`src/rtl/ebw_pkg.sv`:
```
package ebw_pkg;
    // pin group widths
    localparam int ADDR_W = 24;
    localparam int DATA_W = 32;
    localparam int IO_BANKS = 8;
    localparam int SD_BANKS = 2;
    localparam int BANK_LSB = 24;
    localparam int BANK_W = 3;

    // width strap codes for bank 0
    localparam logic [1:0] STRAP_W8 = 2'h1;
    localparam logic [1:0] STRAP_W16 = 2'h2;
    localparam logic [1:0] STRAP_W32 = 2'h3;

    // log2 of byte lanes: used for access size and bus width
    localparam logic [1:0] LG_B1 = 2'h0;
    localparam logic [1:0] LG_B2 = 2'h1;
    localparam logic [1:0] LG_B4 = 2'h2;

    // top address bits that select an sdram bank
    localparam logic [1:0] SEL_SD0 = 2'h1;
    localparam logic [1:0] SEL_SD1 = 2'h2;

    // least strobe length in clocks, less one; covers the input synchroniser lag
    localparam logic [1:0] STROBE_MIN_M1 = 2'h3;

    typedef struct packed {
        logic [31:0] addr;
        logic [1:0]  size_lg;
        logic        write;
        logic [31:0] wdata;
    } ebw_req_t;

    typedef struct packed {
        logic [1:0]  strap;
        logic        hold_n;
        logic        mreq;
        logic        big;
        logic [31:0] data;
    } ebw_pins_t;

    typedef enum logic [4:0] {
        ST_IDLE   = 5'h01,
        ST_SETUP  = 5'h02,
        ST_STROBE = 5'h04,
        ST_DONE   = 5'h08,
        ST_GRANT  = 5'h10
    } ebw_state_t;
endpackage

```
`src/rtl/ebw_adapter.sv`:
```
`timescale 1ns/10ps
// Functional notes
// drive 24-bit external address of the location being accessed
// 32-bit two-way data bus: driven on writes, sampled on reads
// bank 0 width comes from a two-pin strap, not a register
// strap 01 is 8-bit, 10 is 16-bit, 11 is 32-bit
// output enable low only while reading an I/O device
// eight I/O chip selects, only the accessed bank's one low
// slow device holds the access while its hold input is low
// drive sdram clock enable high
// two sdram chip selects, one per sdram bank
// drive row and column strobes to the sdram
// one strobe is 16-bit write strobe and sdram write enable
// outside master requests the bus; grant answers on release
// endian pin selects byte order for all external accesses
// halfword store replicated on both halves, byte on four lanes
// 32-bit big: words byte-reversed, halves and bytes by offset
// 32-bit little: words unchanged, halves and bytes by offset
// 16-bit big word: upper half swapped at EA, lower at EA+1
// 16-bit big bytes: even on lane 0, odd on lane 1
// 16-bit little word: upper at EA+1 first, lower at EA
// 8-bit big: ascending addresses, most significant byte first
// 8-bit little: start at highest address, descend to base
// loads assemble most significant part first, result at end
// parts of a split transfer run back to back, uninterrupted
module ebw_adapter
    import ebw_pkg::*;
#(
    parameter logic [1:0] IO_WIDTH_LG = LG_B4,
    parameter logic [1:0] SD_WIDTH_LG = LG_B4
) (
    input  wire logic                i_clk,
    input  wire logic                i_rst,
    input  wire logic                i_req_valid,
    input  wire ebw_req_t            i_req,
    output logic                     o_req_ready,
    output logic                     o_rsp_valid,
    output logic [DATA_W-1:0]        o_rsp_rdata,
    output logic [ADDR_W-1:0]        o_addr,
    input  wire logic [DATA_W-1:0]   i_data,
    output logic [DATA_W-1:0]        o_data,
    output logic                     o_data_oe,
    input  wire logic [1:0]          i_bank0_width_strap,
    input  wire logic                i_endian_select,
    output logic                     o_output_enable_n,
    output logic [IO_BANKS-1:0]      o_io_chip_select_n,
    input  wire logic                i_slow_device_hold_n,
    output logic                     o_bus_clock_out,
    output logic                     o_sdram_clock_enable,
    output logic [SD_BANKS-1:0]      o_sdram_chip_select_n,
    output logic                     o_row_strobe_n,
    output logic                     o_column_strobe_n,
    output logic [3:0]               o_byte_lane_enable_n,
    output logic                     o_halfword_write_strobe_n,
    input  wire logic                i_ext_master_request,
    output logic                     o_ext_master_grant
);

    // reverse byte order inside a part of 1, 2 or 4 bytes
    function automatic logic [31:0] swap_part(input logic [31:0] d, input logic [1:0] lg);
        case (lg)
            LG_B1:   swap_part = {24'h0, d[7:0]};
            LG_B2:   swap_part = {16'h0, d[7:0], d[15:8]};
            default: swap_part = {d[7:0], d[15:8], d[23:16], d[31:24]};
        endcase
    endfunction

    // keep only the low part of 1, 2 or 4 bytes
    function automatic logic [31:0] mask_part(input logic [31:0] d, input logic [1:0] lg);
        case (lg)
            LG_B1:   mask_part = {24'h0, d[7:0]};
            LG_B2:   mask_part = {16'h0, d[15:0]};
            default: mask_part = d;
        endcase
    endfunction

    // copy a byte or halfword onto every lane of the internal bus
    function automatic logic [31:0] replicate(input logic [31:0] d, input logic [1:0] lg);
        case (lg)
            LG_B1:   replicate = {4{d[7:0]}};
            LG_B2:   replicate = {2{d[15:0]}};
            default: replicate = d;
        endcase
    endfunction

    ebw_pins_t   pin_meta;
    ebw_pins_t   pin_s;
    ebw_pins_t   pin_now;
    ebw_state_t  state;
    ebw_state_t  next_state;
    ebw_req_t    req;
    ebw_req_t    next_req;
    logic        big;
    logic        next_big;
    logic        strap_done;
    logic [1:0]  bank0_lg;
    logic [1:0]  beat;
    logic [1:0]  next_beat;
    logic [1:0]  cnt;
    logic [1:0]  next_cnt;
    logic [31:0] acc;
    logic [31:0] next_acc;

    // every pin input passes two flops; not reset so the strap is valid at release
    assign pin_now = '{strap: i_bank0_width_strap, hold_n: i_slow_device_hold_n,
                       mreq: i_ext_master_request, big: i_endian_select, data: i_data};

    always_ff @(posedge i_clk) begin
        pin_meta <= pin_now;
        pin_s    <= pin_meta;
    end

    // bank 0 width caught once, in the first clock after reset release
    always_ff @(posedge i_clk) begin
        if (i_rst) begin
            strap_done <= 1'b0;
            bank0_lg   <= LG_B4;
        end else if (!strap_done) begin
            strap_done <= 1'b1;
            bank0_lg   <= (pin_s.strap == STRAP_W8)  ? LG_B1 :
                          (pin_s.strap == STRAP_W16) ? LG_B2 : LG_B4;
        end
    end

    // bank decode and geometry of the current part
    logic        sd_sel;
    logic        sd_idx;
    logic [2:0]  io_bank;
    logic [1:0]  width_lg;
    logic [1:0]  part_lg;
    logic [1:0]  n_lg;
    logic [1:0]  beats_m1;
    logic [1:0]  pidx;
    logic [1:0]  lane;
    logic [5:0]  sh_part;
    logic [4:0]  lane_sh;
    logic [3:0]  lane_en;
    logic        last_beat;
    assign sd_sel   = (req.addr[31:30] == SEL_SD0) || (req.addr[31:30] == SEL_SD1);
    assign sd_idx   = (req.addr[31:30] == SEL_SD1);
    assign io_bank  = req.addr[BANK_LSB +: BANK_W];
    assign width_lg = sd_sel ? SD_WIDTH_LG : (io_bank == 3'h0) ? bank0_lg : IO_WIDTH_LG;
    assign part_lg  = (req.size_lg < width_lg) ? req.size_lg : width_lg;
    assign n_lg     = req.size_lg - part_lg;
    assign beats_m1 = 2'((3'h1 << n_lg) - 3'h1);
    assign last_beat = (beat == beats_m1);
    // part index counted from the least significant end
    assign pidx     = beats_m1 - beat;
    assign sh_part  = 6'({1'b0, pidx, 3'h0}) << part_lg;
    // narrow parts sit on the lane named by the low address bits
    assign lane     = req.addr[1:0] & 2'((3'h1 << width_lg) - 3'h1)
                      & ~2'((3'h1 << part_lg) - 3'h1);
    assign lane_sh  = 5'({lane, 3'h0});
    assign lane_en  = 4'(4'((5'h1 << (3'h1 << part_lg)) - 5'h1) << lane);

    // store path: big endian swaps bytes inside each part
    logic [31:0] tx_part;
    logic [31:0] tx_data;
    logic [23:0] ext_base;
    logic [23:0] ext_addr;
    assign tx_part  = mask_part(req.wdata >> sh_part, part_lg);
    assign tx_data  = (big ? swap_part(tx_part, part_lg) : tx_part) << lane_sh;
    assign ext_base = 24'(req.addr[23:0] >> width_lg);
    // big walks addresses upward, little starts at the top and walks down
    assign ext_addr = ext_base + 24'(big ? beat : pidx);

    // load path: undo lane and swap, shift in behind earlier parts
    logic [31:0] rx_part;
    logic [31:0] rx_data;
    logic [31:0] acc_shift;
    assign rx_part   = mask_part(pin_s.data >> lane_sh, part_lg);
    assign rx_data   = big ? swap_part(rx_part, part_lg) : rx_part;
    assign acc_shift = acc << (6'h8 << part_lg);

    // request taken only in idle while ready shows
    logic take;
    assign take = (state == ST_IDLE) && o_req_ready && i_req_valid;

    // next state: internal request wins over an outside master in idle
    always_comb begin
        next_state = state;
        next_req   = req;
        next_big   = big;
        next_beat  = beat;
        next_cnt   = cnt;
        next_acc   = acc;
        unique case (state)
            ST_IDLE: begin
                if (take) begin
                    next_state     = ST_SETUP;
                    next_req       = i_req;
                    next_req.wdata = replicate(i_req.wdata, i_req.size_lg);
                    next_big       = pin_s.big;
                    next_beat      = 2'h0;
                    next_acc       = 32'h0;
                end else if (pin_s.mreq) begin
                    next_state = ST_GRANT;
                end
            end
            ST_SETUP: begin
                next_state = ST_STROBE;
                next_cnt   = STROBE_MIN_M1;
            end
            ST_STROBE: begin
                if (cnt != 2'h0) begin
                    next_cnt = cnt - 2'h1;
                end else if (pin_s.hold_n) begin
                    next_acc = acc_shift | rx_data;
                    if (last_beat) begin
                        next_state = ST_DONE;
                    end else begin
                        next_state = ST_SETUP;
                        next_beat  = beat + 2'h1;
                    end
                end
            end
            ST_DONE: begin
                next_state = ST_IDLE;
            end
            ST_GRANT: begin
                if (!pin_s.mreq) begin
                    next_state = ST_IDLE;
                end
            end
        endcase
    end

    // sequencer registers
    always_ff @(posedge i_clk) begin
        if (i_rst) begin
            state <= ST_IDLE;
            req   <= '0;
            big   <= 1'b0;
            beat  <= 2'h0;
            cnt   <= 2'h0;
            acc   <= 32'h0;
        end else begin
            state <= next_state;
            req   <= next_req;
            big   <= next_big;
            beat  <= next_beat;
            cnt   <= next_cnt;
            acc   <= next_acc;
        end
    end

    // pin phase decode; pins lag the sequencer by one flop
    logic active;
    logic strobe;
    assign active = (state == ST_SETUP) || (state == ST_STROBE);
    assign strobe = (state == ST_STROBE);

    // internal side answer: the result is replicated like the bus view
    always_ff @(posedge i_clk) begin
        if (i_rst) begin
            o_req_ready <= 1'b0;
            o_rsp_valid <= 1'b0;
            o_rsp_rdata <= 32'h0;
        end else begin
            o_req_ready <= (next_state == ST_IDLE) && strap_done;
            o_rsp_valid <= (state == ST_DONE);
            o_rsp_rdata <= replicate(acc, req.size_lg);
        end
    end

    // external pins, all straight from flops
    always_ff @(posedge i_clk) begin
        if (i_rst) begin
            o_addr                    <= '0;
            o_data                    <= '0;
            o_data_oe                 <= 1'b0;
            o_output_enable_n         <= 1'b1;
            o_io_chip_select_n        <= '1;
            o_sdram_chip_select_n     <= '1;
            o_row_strobe_n            <= 1'b1;
            o_column_strobe_n         <= 1'b1;
            o_byte_lane_enable_n      <= 4'hf;
            o_halfword_write_strobe_n <= 1'b1;
            o_ext_master_grant        <= 1'b0;
            o_sdram_clock_enable      <= 1'b0;
            o_bus_clock_out           <= 1'b0;
        end else begin
            o_addr                    <= active ? ext_addr : '0;
            o_data                    <= tx_data;
            o_data_oe                 <= active && req.write;
            o_output_enable_n         <= !(strobe && !sd_sel && !req.write);
            o_io_chip_select_n        <= (active && !sd_sel) ? ~(8'h1 << io_bank) : '1;
            o_sdram_chip_select_n     <= (active && sd_sel) ? ~(2'h1 << sd_idx) : '1;
            o_row_strobe_n            <= !((state == ST_SETUP) && sd_sel);
            o_column_strobe_n         <= !(strobe && sd_sel);
            o_byte_lane_enable_n      <= active ? ~lane_en : 4'hf;
            o_halfword_write_strobe_n <= !(strobe && req.write
                                           && (sd_sel || width_lg == LG_B2));
            o_ext_master_grant        <= (state == ST_GRANT);
            o_sdram_clock_enable      <= 1'b1;
            o_bus_clock_out           <= !o_bus_clock_out; // half the system clock
        end
    end
endmodule // ebw_adapter

```
`config.mk`:
```
export PLATFORM = sky130hd
export DESIGN_NAME = ebw_adapter
export DESIGN_NICKNAME = d
export VERILOG_FILES = /design/src/rtl/ebw_pkg.sv /design/src/rtl/ebw_adapter.sv
export SDC_FILE = /design/constraint.sdc
export NUM_CORES = 1
export LEC_CHECK = 0
export BUFFER_PORTS_ARGS = -buffer_cell sky130_fd_sc_hd__buf_2
export CAP_MARGIN = 0
export CORE_MARGIN = 2
export CORE_UTILIZATION = 56
export CTS_CLUSTER_DIAMETER = 60
export DETAILED_ROUTE_END_ITERATION = 12
export GPL_TIMING_DRIVEN = 0
export PLACE_DENSITY_LB_ADDON = 0.3
export SYNTH_ARGS = -nofsm -noshare
export SYNTH_HDL_FRONTEND = slang
export SYNTH_SLANG_ARGS = --single-unit
```
`constraint.sdc`:
```
create_clock -name i_clk -period 7.5 [get_ports i_clk]
set_input_delay 0.75 -clock i_clk [delete_from_list [all_inputs] [get_ports i_clk]]
set_output_delay 0.75 -clock i_clk [all_outputs]
set_load 0.01 [all_outputs]
```
-- Word-level counts from Yosys, hierarchy flattened
Cells that the tools add are included.
- add/subtract/negate cells: 9
- order comparisons: 1
- equal/unequal tests: 20
- shift operators: 14
- mux-type cells: 33
- bitwise operators: 10
- reductions and logical operators: 36
- operators by type and width (cell ; count):
    $pmux 32 s2 ; 7
    $mux 32 ; 5
    $or 32x32->32 ; 1
    $shl 32x5->32 ; 1
    $shl 32x6->32 ; 1
    $shr 32x5->32 ; 1
    $shr 32x6->32 ; 1
    $mux 5 ; 5
    $pmux 5 s5 ; 1
    $add 24x2->24 ; 1
    $shr 24x2->24 ; 1
    $mux 2 ; 11
    $eq 2x1->1 const B ; 6
    $logic_and 1x1->1 ; 12
    $eq 5x1->1 const B ; 2
    $ne 2x2->1 const B ; 4
    $not 8->8 ; 1
    $pmux 2 s2 ; 2
    $shl 1x3->8 const A ; 1
    $sub 2x1->2 const B ; 4
    $logic_not 1->1 ; 7
    $logic_not 2->1 ; 3
    $reduce_bool 2->1 ; 3
    $reduce_or 2->1 ; 3
    29 further kinds ; 39
- flip-flop bits (word level): 297
- logic and storage cells: 159

-- Logic depth before layout (Yosys ltp)
Gate-level depths: netlist of the first run.
- depth after elaboration: 17
- mapped depth: 27
- depth with buffers taken out: 22

-- Worst setup path before layout of the first run
Ideal clock, no wire load.
- path type: register to register
- start: register req[65] (netlist bit)
- end: register o_addr[22]
- library setup time: 70 ps
- data arrival time: 6603 ps
- required time: 7430 ps
- path slack: 826 ps
- stages on the path, launching flop included: 28
- buffers on the path: 5
- period minus slack after synthesis: 6674 ps
- cell sequence: dfxtp_1 -> inv_1 -> ha_1 -> or4b_1 -> buf_4 -> nor2_8 -> buf_2 -> ha_1 -> or3b_2 -> clkbuf_1 -> o21ai_2 -> clkbuf_1 -> ha_1 -> xnor2_1 -> and2_1 -> ha_1 -> xnor2_1 -> xnor2_1 -> clkbuf_1 -> mux2_2 -> inv_1 -> fa_1 -> inv_1 -> nand3_1 -> nor4_4 -> nand4_4 -> or4b_1 -> a21oi_1
- word-level cells in the longest chain between the ends: 11
- elaborated cells on any way between the ends: 13
- RTL lines (item ; RTL line ; text):
    from (decl) ; ebw_adapter.sv:91 ; ebw_req_t req;
    from (signal assigned) ; ebw_adapter.sv:239 ; req <= next_req;
    $eq 2x1->1 or $eq 2x2->1 (tied branches) ; ebw_adapter.sv:139 ; assign sd_sel = (req.addr[31:30] == SEL_SD0) || (req.addr[31:30] == SEL_SD1);
    $logic_or 1x1->1 * ; ebw_adapter.sv:139 ;
    $mux 2 * ; ebw_adapter.sv:142 ; assign width_lg = sd_sel ? SD_WIDTH_LG : (io_bank == 3'h0) ? bank0_lg : IO_WIDTH_LG;
    $lt 2x2->1 ; ebw_adapter.sv:143 ; assign part_lg = (req.size_lg < width_lg) ? req.size_lg : width_lg;
    $mux 2 ; ebw_adapter.sv:143 ;
    $sub 2x2->2 ; ebw_adapter.sv:144 ; assign n_lg = req.size_lg - part_lg;
    $shl 1x2->2 ; ebw_adapter.sv:145 ; assign beats_m1 = 2'((3'h1 << n_lg) - 3'h1);
    $sub 2x1->2 ; ebw_adapter.sv:145 ;
    $sub 2x2->2 ; ebw_adapter.sv:148 ; assign pidx = beats_m1 - beat;
    $mux 2 ; ebw_adapter.sv:165 ; assign ext_addr = ext_base + 24'(big ? beat : pidx);
    $add 24x2->24 * ; ebw_adapter.sv:165 ;
    to (signal assigned) ; ebw_adapter.sv:283 ; o_addr <= active ? ext_addr : '0;
    to (decl) ; ebw_adapter.sv:39 ; output logic [ADDR_W-1:0] o_addr,
Mark *: on every way between the ends. The rest lies on a longest branch, timed or not.
A chain may end at the register's enable or synchronous reset.

-- Final worst setup path of the first run
- start: register req[65] (netlist bit)
- end: register o_addr[23]
The elaborated chain is that of the path after synthesis.

==> flow_summary.toml, run 1 <==
[clocking]
insertion_delay_ns = 0.57
clock_path_buffers = 3
cts_buffers = 28
cts-hold-fix-buffers = 0
cts_root_buf = "clkbuf_16"
h-tree-depth = 1
clkTransAtPathRegs_ns = 0.06
clock_sinks = 294
cts_tree = "yes"

[sta]
slew_headroom_pct = 31.9
final.period_utilization_pct = 93.4
max_freq_mhz = 143
finalSetupViolCount = 0
hold_viol = 0
worst_pin_slew_ns = 1.01
hold_ws_ns = 0.282
skew_ns = 0.00999
period_minus_slack_ns = 7.01
rsz0062_at_grt = "false"
timing.final.max_slew_violations = 0

[logic_synthesis]
ys_warn_count = 0
synth_cells = 1509
synth_cell_type_count = 75
async_flop_share_pct = 0
yosysSeqAreaShare_pct = 44.9
netlist_area_um2 = 13100
synth_edf_count = 0
syn_avg_cell_area_um2 = 8.68
ys_ff_latch = 294
synth_nets = 1632
synthFlopType = "dfxtp_1"

[final_layout]
drive_gt1_share_pct = 17.6
multi_input_area_um2 = 6700
antenna_cells = 0
final-seq-area_um2 = 5890
areaGrowthSynthToFinish_pct = 19.0
nFillCells = 1862
fin_util_pct = 68.4
nets = 1874

[placed_design]
port_buffers = 212
hpwl_um = 29800
gp_congestion = 0.985

[worst_setup_path]
cp.required_ns = 7.98
crit_path_start_kind = "flip-flop"
critPathArrivalTime_ns = 7.49
path_max_fanout = 19
end_kind = "flip-flop"
worst_r2r_path_depth = 25
ff2ff_setup_slack_ns = 0.49
rr_endpoint = "o_addr[23]"
setup.worst_path.class = "reg2reg"
timing.rr.start = "req[65]"

[detailed_routing]
totalWireLength_um = 39800
routedWlPerCell_um = 19.1
drtIter0Drc = 1155
via_count = 12600
drc = 0
viasPerCell = 6.06
drt-pass1-iter-count = 6
ant_nets = 0

[global_route]
grt_max_degree = 16
use_met1_pct = 40.6
use_met2_pct = 53.1
track_usage_pct = 31.3
grt_pass1_wl_um = 61500
grt-ovfl-total = 0
use_met3_pct = 3.80
grt_pass1_vias = 11500
antenna_found_initial = 0
busiest_layer = "met2"

[run_status]
status = "completed"

[pwr]
power_mw = 3.30
p_leak_nw = 6.31
power_density_nw_per_um2 = 212
ir_drop_uv = 212

[floorplan]
floorplan.die_area_um2 = 24600
start_util_pct = 57.5
core_um2 = 22800
io_pins = 219
std_cell_rows = 55
die_y_um = 157
die_x_um = 157

[min_path]
hold_path_end = "pin_meta[27]"
worstHoldPathCells = 1
min_path_type = "in2reg"
hold_start = "i_data[27]"

[run]
maxCapViolCount = 0
[layout by cell type (no fill, tap or decap), drive strengths merged, types with 12 or more instances in the layout]
cell / Yosys / layout
buf: 21 / 234
a211oi: 26 / 26
clkinv: 2 / 12
a21oi: 127 / 127
clkbuf: 83 / 119
nand3: 37 / 37
o21ai: 104 / 104
and2: 21 / 21
o22ai: 13 / 13
dfxtp: 294 / 294
inv: 23 / 23
a32oi: 15 / 15
nor2: 130 / 130
ha: 15 / 15
nor2b: 16 / 16
mux2i: 109 / 109
mux2: 12 / 12
o211ai: 12 / 12
o31ai: 13 / 13
nand2: 242 / 242
a22oi: 22 / 22
[what timing repair did]
item	in CTS	in global routing
pin swaps	0	1
endpoints found under the setup margin	12	10
setup buffers	0	1
gates resized for setup	3	1
[registers in the layout, indices dropped and copies added, names as in the netlist, 2 cells and up]
signal,cells
pin_s,37
state,5
o_io_chip_select_n,8
o_byte_lane_enable_n,4
o_rsp_rdata,32
beat,2
acc,32
o_sdram_chip_select_n,2
cnt,2
o_data,32
req,61
bank0_lg,2
pin_meta,37
o_addr,24
io_bank,3
[layout make-up]
type / count / area share [%]
plain buffers: 103 / 2.70
clock buffers: 37 / 5.10
clock inverters: 15 / 1.45
inverters: 25 / 0.618
multi-input cells: 1086 / 43.0
flip-flops and latches: 294 / 37.8
well taps: 313 / 2.51
repair buffers: 213 / 6.86
[kinds of logic (layout without fill, tap and decap cells)]
group           count (synthesis)  after routing  share of synthesized area, %
mux                           123            123                          9.74
compound gates                424            424                          20.9
flops                         294            294                          44.9
buf+inv                       129            393                          3.97
simple gates                  504            504                          17.6
xor+xnor                       19             19                          1.27
fa+ha+maj                      16             16                          1.59
[metrics by stage]
step / setup WS (ns) / cells / TNS, ns / cell area (µm²)
2_1_floorplan: 0.826 / 1509 / 0 / 13100
3_3_place_gp: -0.555 / 2034 / -2.80 / 14500
3_5_place_dp: -0.486 / 2034 / -2.26 / 14500
4_1_cts: 0.128 / 2086 / 0 / 15600
5_1_grt: 0.0512 / 2086 / 0 / 15600
6_report: 0.492 / 2086 / 0 / 15600
[critical path, cell delays in order, from the launching register on]
cell and delay, ns:
dfxtp_1 0.33, inv_1 0.04, ha_1 0.40, or4b_1 0.48, buf_4 0.20, nor2_8 0.32
ha_1 0.30, or3b_2 0.43, clkbuf_1 0.18, o21ai_2 0.17, buf_2 0.34, ha_1 0.26
xnor2_1 0.11, and2_1 0.17, ha_1 0.18, xnor2_1 0.31, xnor2_2 0.14, clkbuf_2 0.23
mux2_2 0.32, ha_1 0.28, a21o_1 0.15, nand3_4 0.12, nor4_4 0.39, nand4_2 0.28
or4_1 0.57, a21oi_1 0.19
[worst max path at each step]
| stage | endpoint | depth (start not counted) | from |
|---|---|---|---|
| final | o_addr[23] | 25 | req[65] |
| after global placement | o_addr[22] | 27 | req[65] |
| after global routing | o_addr[23] | 25 | req[65] |
| after CTS | o_addr[22] | 27 | req[65] |
| after floorplan | o_addr[22] | 27 | req[65] |
| after detailed placement | o_addr[22] | 27 | req[65] |
[report_power, final]
group	internal, mW	switching [mW]	leakage, nW	total (mW)
registers	1.59	0.0172	2.40	1.61
clock network	0.893	0.626	0.496	1.52
logic	0.0629	0.110	3.42	0.173
total	2.54	0.753	6.31	3.30
[synthesized netlist by cell type, types with 3 or more instances]
cell / n / area, µm²
and2_1: 21 / 131
nand4_1: 7 / 43.8
o31ai_1: 13 / 97.6
a31oi_1: 8 / 50.1
buf_1: 7 / 26.3
o211ai_1: 12 / 90.1
a222oi_1: 9 / 90.1
a22oi_1: 22 / 165
ha_1: 15 / 188
and3_1: 4 / 25.0
nand2b_1: 3 / 18.8
dfxtp_1: 294 / 5890
o221ai_1: 10 / 87.6
mux2i_1: 108 / 1080
buf_2: 11 / 55.1
nor2_1: 129 / 484
o2111ai_1: 5 / 43.8
a21o_1: 8 / 60.1
xor2_1: 10 / 87.6
mux2_2: 12 / 135
a211oi_1: 26 / 195
nor2b_1: 16 / 100
a221o_1: 10 / 100
a21oi_1: 127 / 636
a41oi_1: 5 / 43.8
o22ai_1: 13 / 81.3
nand3b_1: 4 / 30.0
nand2_1: 242 / 908
and4_1: 3 / 26.3
a22o_1: 5 / 43.8
or3_1: 9 / 56.3
a32oi_1: 15 / 131
o2bb2ai_1: 8 / 70.1
or4_1: 3 / 22.5
nand3_1: 35 / 175
inv_1: 21 / 78.8
o21ai_0: 102 / 510
nor3_1: 11 / 55.1
a311oi_1: 8 / 70.1
clkbuf_1: 83 / 312
xnor2_1: 9 / 78.8
[per-layer routing]
layer	up-vias	wire length [µm]
met4	0	1640
met5	-	0
met3	116	3100
met1	5929	16200
met2	690	18900
li1	5899	-
Power figures use the tool's default switching activity.
==> run 2: changes to the inputs <==
--- a/config.mk
+++ b/config.mk
@@ -5,10 +5,11 @@
 export SDC_FILE = /design/constraint.sdc
 export NUM_CORES = 1
 export LEC_CHECK = 0
+export ABC_AREA = 1
 export BUFFER_PORTS_ARGS = -buffer_cell sky130_fd_sc_hd__buf_2
 export CAP_MARGIN = 0
 export CORE_MARGIN = 2
-export CORE_UTILIZATION = 56
+export CORE_UTILIZATION = 57
 export CTS_CLUSTER_DIAMETER = 60
 export DETAILED_ROUTE_END_ITERATION = 12
 export GPL_TIMING_DRIVEN = 0
==> run 2 against run 1 <==
Clock power barely moved. Sequential share of layout area decreased by 1.5 points. Global-route usage is 4.4 points higher. Maximum frequency rose by 26%. Combinational power grew 120%. Highest routed layer unchanged.
==> flow_summary.toml, run 2 <==
[run_status]
status = "completed"

[min_path]
hold_path_end = "pin_meta[35]"
worstHoldPathCells = 1
min_path_type = "in2reg"
hold_start = "i_bank0_width_strap[0]"

[final_layout]
multi_input_area_um2 = 6700
largest_register_ffs = 61
nets = 2406
areaGrowthSynthToFinish_pct = 18.2
fin_cells = 2627
reg.largest.list = "req: 61 flops, pin_meta: 37 flops, pin_s: 37 flops"
final-seq-area_um2 = 5890
drive_gt1_share_pct = 14.6
layout_common_cells = "nand2_1, dfxtp_1, buf_2"
nFillCells = 2094
fin_util_pct = 69.0
final_common_cell = "nand2_1"
regMostFlops = "req"

[sta]
hold_viol = 0
rsz0062_at_grt = "false"
max_freq_mhz = 180
hold_ws_ns = 0.282
skew_ns = 0.0242
worst_pin_slew_ns = 1.02
slew_headroom_pct = 31.6
period_minus_slack_ns = 5.56
final.period_utilization_pct = 74.2
finalSetupViolCount = 0
timing.final.max_slew_violations = 0
tns_ns = 0

[clocking]
cts_buffers = 31
h-tree-depth = 1
cts_tree = "yes"
clkTransAtPathRegs_ns = 0.06
clock_sinks = 294
cts-hold-fix-buffers = 0
insertion_delay_ns = 0.57
clock_path_buffers = 3
cts_root_buf = "clkbuf_16"
cts_resized = 0
post_cts_buffers = 0

[logic_synthesis]
synthFlopType = "dfxtp_1"
synth-adder-area-share_pct = 1.51
ys_warn_count = 0
ys_top_cells_by_area = "dfxtp_1, nand2_1, o21ai_0"
synth_simple_gate_area_share_pct = 31.1
synth_top_family_by_area = "simple AND/OR/NAND/NOR gates"
synth_cells = 2036
synth_top_area_share_pct = 42.8
yosysSeqAreaShare_pct = 42.8
synth_edf_count = 0
synthMuxAreaShare_pct = 0
yosysTopAreaCell = "dfxtp_1"
async_flop_share_pct = 0
ys_ff_latch = 294
synth.most_common_cell = "nand2_1"
synth_compound_area_share_pct = 16.2
synth_cell_type_count = 41
synth_nets = 2159
synth_common_cells = "nand2_1, dfxtp_1, o21ai_0"
syn_avg_cell_area_um2 = 6.75
netlist_area_um2 = 13700
synth_xor_area_share_pct = 0

[placed_design]
dp_cells = 2569
port_buffers = 214
gp_congestion = 0.962
hpwl_um = 35700

[floorplan]
core_um2 = 23500
floorplan.die_area_um2 = 25400
die_y_um = 159
die_x_um = 159
io_pins = 219
start_util_pct = 58.4
std_cell_rows = 56

[global_route]
antenna_found_initial = 1
grt_max_degree = 16
track_usage_pct = 35.7
grt-ovfl-total = 0
grt_pass1_vias = 14200
grt_pass1_wl_um = 73800

[detailed_routing]
drtIter0Drc = 1848
totalWireLength_um = 46500
viasPerCell = 5.75
via_count = 15100
drc = 0
drt-pass1-iter-count = 7
routedWlPerCell_um = 17.7
ant_nets = 0

[pwr]
power_density_nw_per_um2 = 217
ir_drop_uv = 282
power_mw = 3.53
p_leak_nw = 7.37

[worst_setup_path]
worst_r2r_path_depth = 26
critPathArrivalTime_ns = 5.99
cp.required_ns = 7.93
path_max_fanout = 11
rr_endpoint = "o_addr[12]"
timing.rr.start = "req[65]"
crit_path_start_kind = "flip-flop"
setup.worst_path.class = "reg2reg"
end_kind = "flip-flop"
ff2ff_setup_slack_ns = 1.94
crit_path_start = "req[65]"

[run]
maxCapViolCount = 0
## run 2: cell types whose count changed after synthesis, sizes merged, moves of 34 or more
cell   previous run  this run
nor2            130       164
inv              23       161
nand2           242       661
o21ai           104       210
nand3            37       156
mux2i           109         0
## run 2: worst max-delay path by stage
stage | to | depth (start not counted)
floorplan | o_addr[12] | 25
CTS | o_addr[12] | 26
detailed placement | o_addr[12] | 26
finish | o_addr[12] | 26
global placement | o_addr[12] | 25
global route | o_addr[12] | 26
## run 2: metrics by stage
stage,worst slack (ns),area (µm²)
final,1.94,16200
after global routing,1.64,16200
after floorplan,3.04,13700
after CTS,2.01,16200
after detailed placement,2.03,15200
after global placement,2.17,15200
## run 2: area by class of cell
| cell class | instances | area share (%) |
|---|---|---|
| tap | 319 | 2.46 |
| buffer | 113 | 3.20 |
| multi-input combinational | 1461 | 41.3 |
| clock inverter | 18 | 0.932 |
| clock buffer | 39 | 5.39 |
| inverter | 168 | 3.88 |
| sequential | 294 | 36.2 |
| antenna | 1 | 0.0154 |
| timing repair buffer | 214 | 6.60 |
## run 2: layer usage
metal / part of all wire (%) / global-route usage, % / routed length (µm)
met2: 46 / 60.1 / 21500
met3: 9.2 / 4.74 / 4260
met5: 0 / 0 / 0
met1: 41 / 47.3 / 18900
met4: 3.9 / 13.0 / 1800
## run 2: worst max-delay path, cell delays in order, from the launching register on
cell      delay, ns
dfxtp_1        0.32
inv_1          0.06
ha_1           0.42
nand3_1        0.16
nor2_4         0.26
buf_6          0.19
buf_6          0.17
ha_1           0.23
or2_2          0.29
a21oi_2        0.33
ha_1           0.26
inv_1          0.07
nand2_1        0.09
a21boi_0       0.10
ha_1           0.33
o21ai_0        0.29
ha_1           0.29
inv_1          0.08
fa_1           0.38
inv_1          0.11
nand2_1        0.14
nor2_4         0.18
nand2_1        0.14
nor2_2         0.19
nand2_1        0.09
o21ai_0        0.15
a21oi_1        0.11
## run 2: kinds of logic after synthesis
logic type / Yosys count
buf+inv: 281
simple gates: 1037
fa+ha+maj: 16
flops: 294
compound gates: 408
## run 2: where the power goes
group	internal (mW)	switching, mW	total, mW
Sequential	1.60	0.0188	1.62
Combinational	0.115	0.265	0.380
Clock	0.868	0.660	1.53
==> run 3: changes to the inputs <==
--- a/config.mk
+++ b/config.mk
@@ -5,11 +5,11 @@
 export SDC_FILE = /design/constraint.sdc
 export NUM_CORES = 1
 export LEC_CHECK = 0
-export ABC_AREA = 1
+export ABC_AREA = 0
 export BUFFER_PORTS_ARGS = -buffer_cell sky130_fd_sc_hd__buf_2
 export CAP_MARGIN = 0
 export CORE_MARGIN = 2
-export CORE_UTILIZATION = 57
+export CORE_UTILIZATION = 56
 export CTS_CLUSTER_DIAMETER = 60
 export DETAILED_ROUTE_END_ITERATION = 12
 export GPL_TIMING_DRIVEN = 0
==> constraint.sdc (replaced) <==
create_clock -name i_clk -period 5.2 [get_ports i_clk]
set_input_delay 0.52 -clock i_clk [delete_from_list [all_inputs] [get_ports i_clk]]
set_output_delay 0.52 -clock i_clk [all_outputs]
set_load 0.01 [all_outputs]
==> run 3 against run 2 <==
Core utilization grew 2.1 points. Die area fell by 2.9%. Hold slack worse by 0.23 ns. Maximum frequency is 7.9% higher. Combinational power shrank 30%. Wire length is 14% lower. Via count is 16% lower. Critical path type unchanged.
==> flow_summary.toml, run 3 (same netlist as run 1, synthesis figures left out) <==
[placed_design]
dp_cells = 2034
port_buffers = 212
hpwl_um = 29900
gp_congestion = 0.967
dp_slack_ns = -1.22

[clocking]
insertion_delay_ns = 0.57
cts_tree = "yes"
clock_path_buffers = 3
cts_buffers = 28
clkTransAtPathRegs_ns = 0.06
cts-hold-fix-buffers = 0
clock_sinks = 294
h-tree-depth = 1
cts_root_buf = "clkbuf_16"

[detailed_routing]
via_count = 12600
totalWireLength_um = 40100
drt-pass1-iter-count = 6
routedWlPerCell_um = 19.0
drtIter0Drc = 1357
viasPerCell = 5.98
ant_nets = 0
drc = 0

[worst_setup_path]
worst_path_max_delay_cell = "or4b_4"
critPathArrivalTime_ns = 5.64
cp_num_buf_inv = 4
cp_common_cell = "ha_4"
critPathTopFamily = "simple AND/OR/NAND/NOR gates"
path_cells = "inv_2 -> ha_4 -> or4b_4 -> nor2_8 -> buf_12 -> ha_4 -> or3b_4 -> o21ai_4 -> ha_4 -> xnor2_4 -> and2_4 -> ha_4 -> xnor2_4 -> xnor2_4 -> mux2_4 -> inv_2 -> fa_2 -> inv_4 -> nand3_4 -> nor4_4 -> nand4_4 -> or4b_4 -> a21oi_2"
setup.worst_path.class = "reg2reg"
end_kind = "flip-flop"
crit_path_start_kind = "flip-flop"
cp.required_ns = 5.68
path_max_fanout = 3
max_stage_delay_ns = 0.53
timing.rr.start = "req[65]"
crit_path_start = "req[65]"

[floorplan]
die_x_um = 157
floorplan.die_area_um2 = 24600
io_pins = 219
std_cell_rows = 55
core_um2 = 22800
die_y_um = 157
start_util_pct = 57.5

[pwr]
p_leak_nw = 6.55
ir_drop_uv = 305
power_frac_comb_pct = 5.5
power.net_switching_mw = 1.07
pwr-share-seq_pct = 48.3
switching_share_pct = 22.2
p_clk_share_pct = 46.2
p_int_mw = 3.74
power_density_nw_per_um2 = 297

[run_status]
status = "completed"

[final_layout]
largest_register_ffs = 61
final_common_cell = "dfxtp_1"
fin_cells = 2110
nFillCells = 1806
regMostFlops = "req"
antenna_cells = 0
fin_util_pct = 71.1
drive_gt1_share_pct = 22.1
nets = 1899
layout_common_cells = "dfxtp_1, nand2_1, buf_2"
areaGrowthSynthToFinish_pct = 23.7
reg.largest.list = "req: 61 flops, pin_meta: 37 flops, pin_s: 37 flops"

[sta]
setup_ws_ns = 0.0421
final.period_utilization_pct = 99.2
finalSetupViolCount = 0
slew_headroom_pct = 30.5
timing.final.max_slew_violations = 0
tns_ns = 0
max_freq_mhz = 194
hold_viol = 0
worst_pin_slew_ns = 1.04
rsz0062_at_grt = "true"
skew_ns = 0.0172
period_minus_slack_ns = 5.16
hold_ws_ns = 0.0497

[run]
maxCapViolCount = 0

[min_path]
min_path_type = "in2reg"
hold_start = "i_data[23]"

[global_route]
grt_pass1_wl_um = 62000
track_usage_pct = 31.6
antenna_found_initial = 0
grt-ovfl-total = 0
grt_max_degree = 16
grt_pass1_vias = 11800
run 3: changes by cell type in the layout (fill, tap and decap cells not counted), sizes merged, moves of 15 or more:
cell    delta
a211oi    +25
o21ai    -106
a32oi     +15
nand2    -419
and2      +21
nor2b     +16
inv      -142
a22oi     +20
nand4     -27
nor2      -34
nand3    -119
mux2i    +109
run 3: what timing repair did:
item                       in CTS  in global routing
setup buffers                  20                 10
pin swaps                      15                 21
setup endpoints to repair      88                 64
resized for setup              25                 62
run 3: worst paths after layout:
| kind | end | slack (ns) | cells past startpoint |
|---|---|---|---|
| setup / recovery | o_addr[22] | 0.04 | 23 |
| hold / removal | pin_meta[23] | 0.05 | 1 |
| hold reg to reg | pin_s[1] | 0.32 | 0 |
| setup reg to reg | o_addr[22] | 0.04 | 23 |
run 3: layout make-up:
class,count,area [µm²],share of cell area (%)
clock buffer,38,808,4.99
timing repair buffer,242,1310,8.07
inverter,25,98.8,0.610
sequential,294,5890,36.4
multi-input combinational,1086,7020,43.4
buffer,99,453,2.80
clock inverter,13,224,1.38
tap,313,392,2.42
run 3: metrics by stage:
stage	area (µm²)	power, mW
finish	16200	4.80
global placement	14700	2.61
floorplan	13200	2.51
detailed placement	14700	2.61
CTS	16000	4.82
global route	16200	4.93
run 3: power by group through the flow:
stage	clock [mW]	combinational (mW)	sequential, mW
floorplan	0	0.148	2.36
global placement	0	0.242	2.37
detailed placement	0	0.245	2.37
CTS	2.24	0.256	2.32
global route	2.33	0.284	2.32
finish	2.22	0.266	2.32
run 3: metal layers:
metal	global-route usage (%)	part of all wire, %	vias up
li1	-	-	5950
met1	40.0	41	5897
met2	54.5	47	649
met3	4.13	7.9	129
met4	12.5	4.1	0
met5	0	0	-
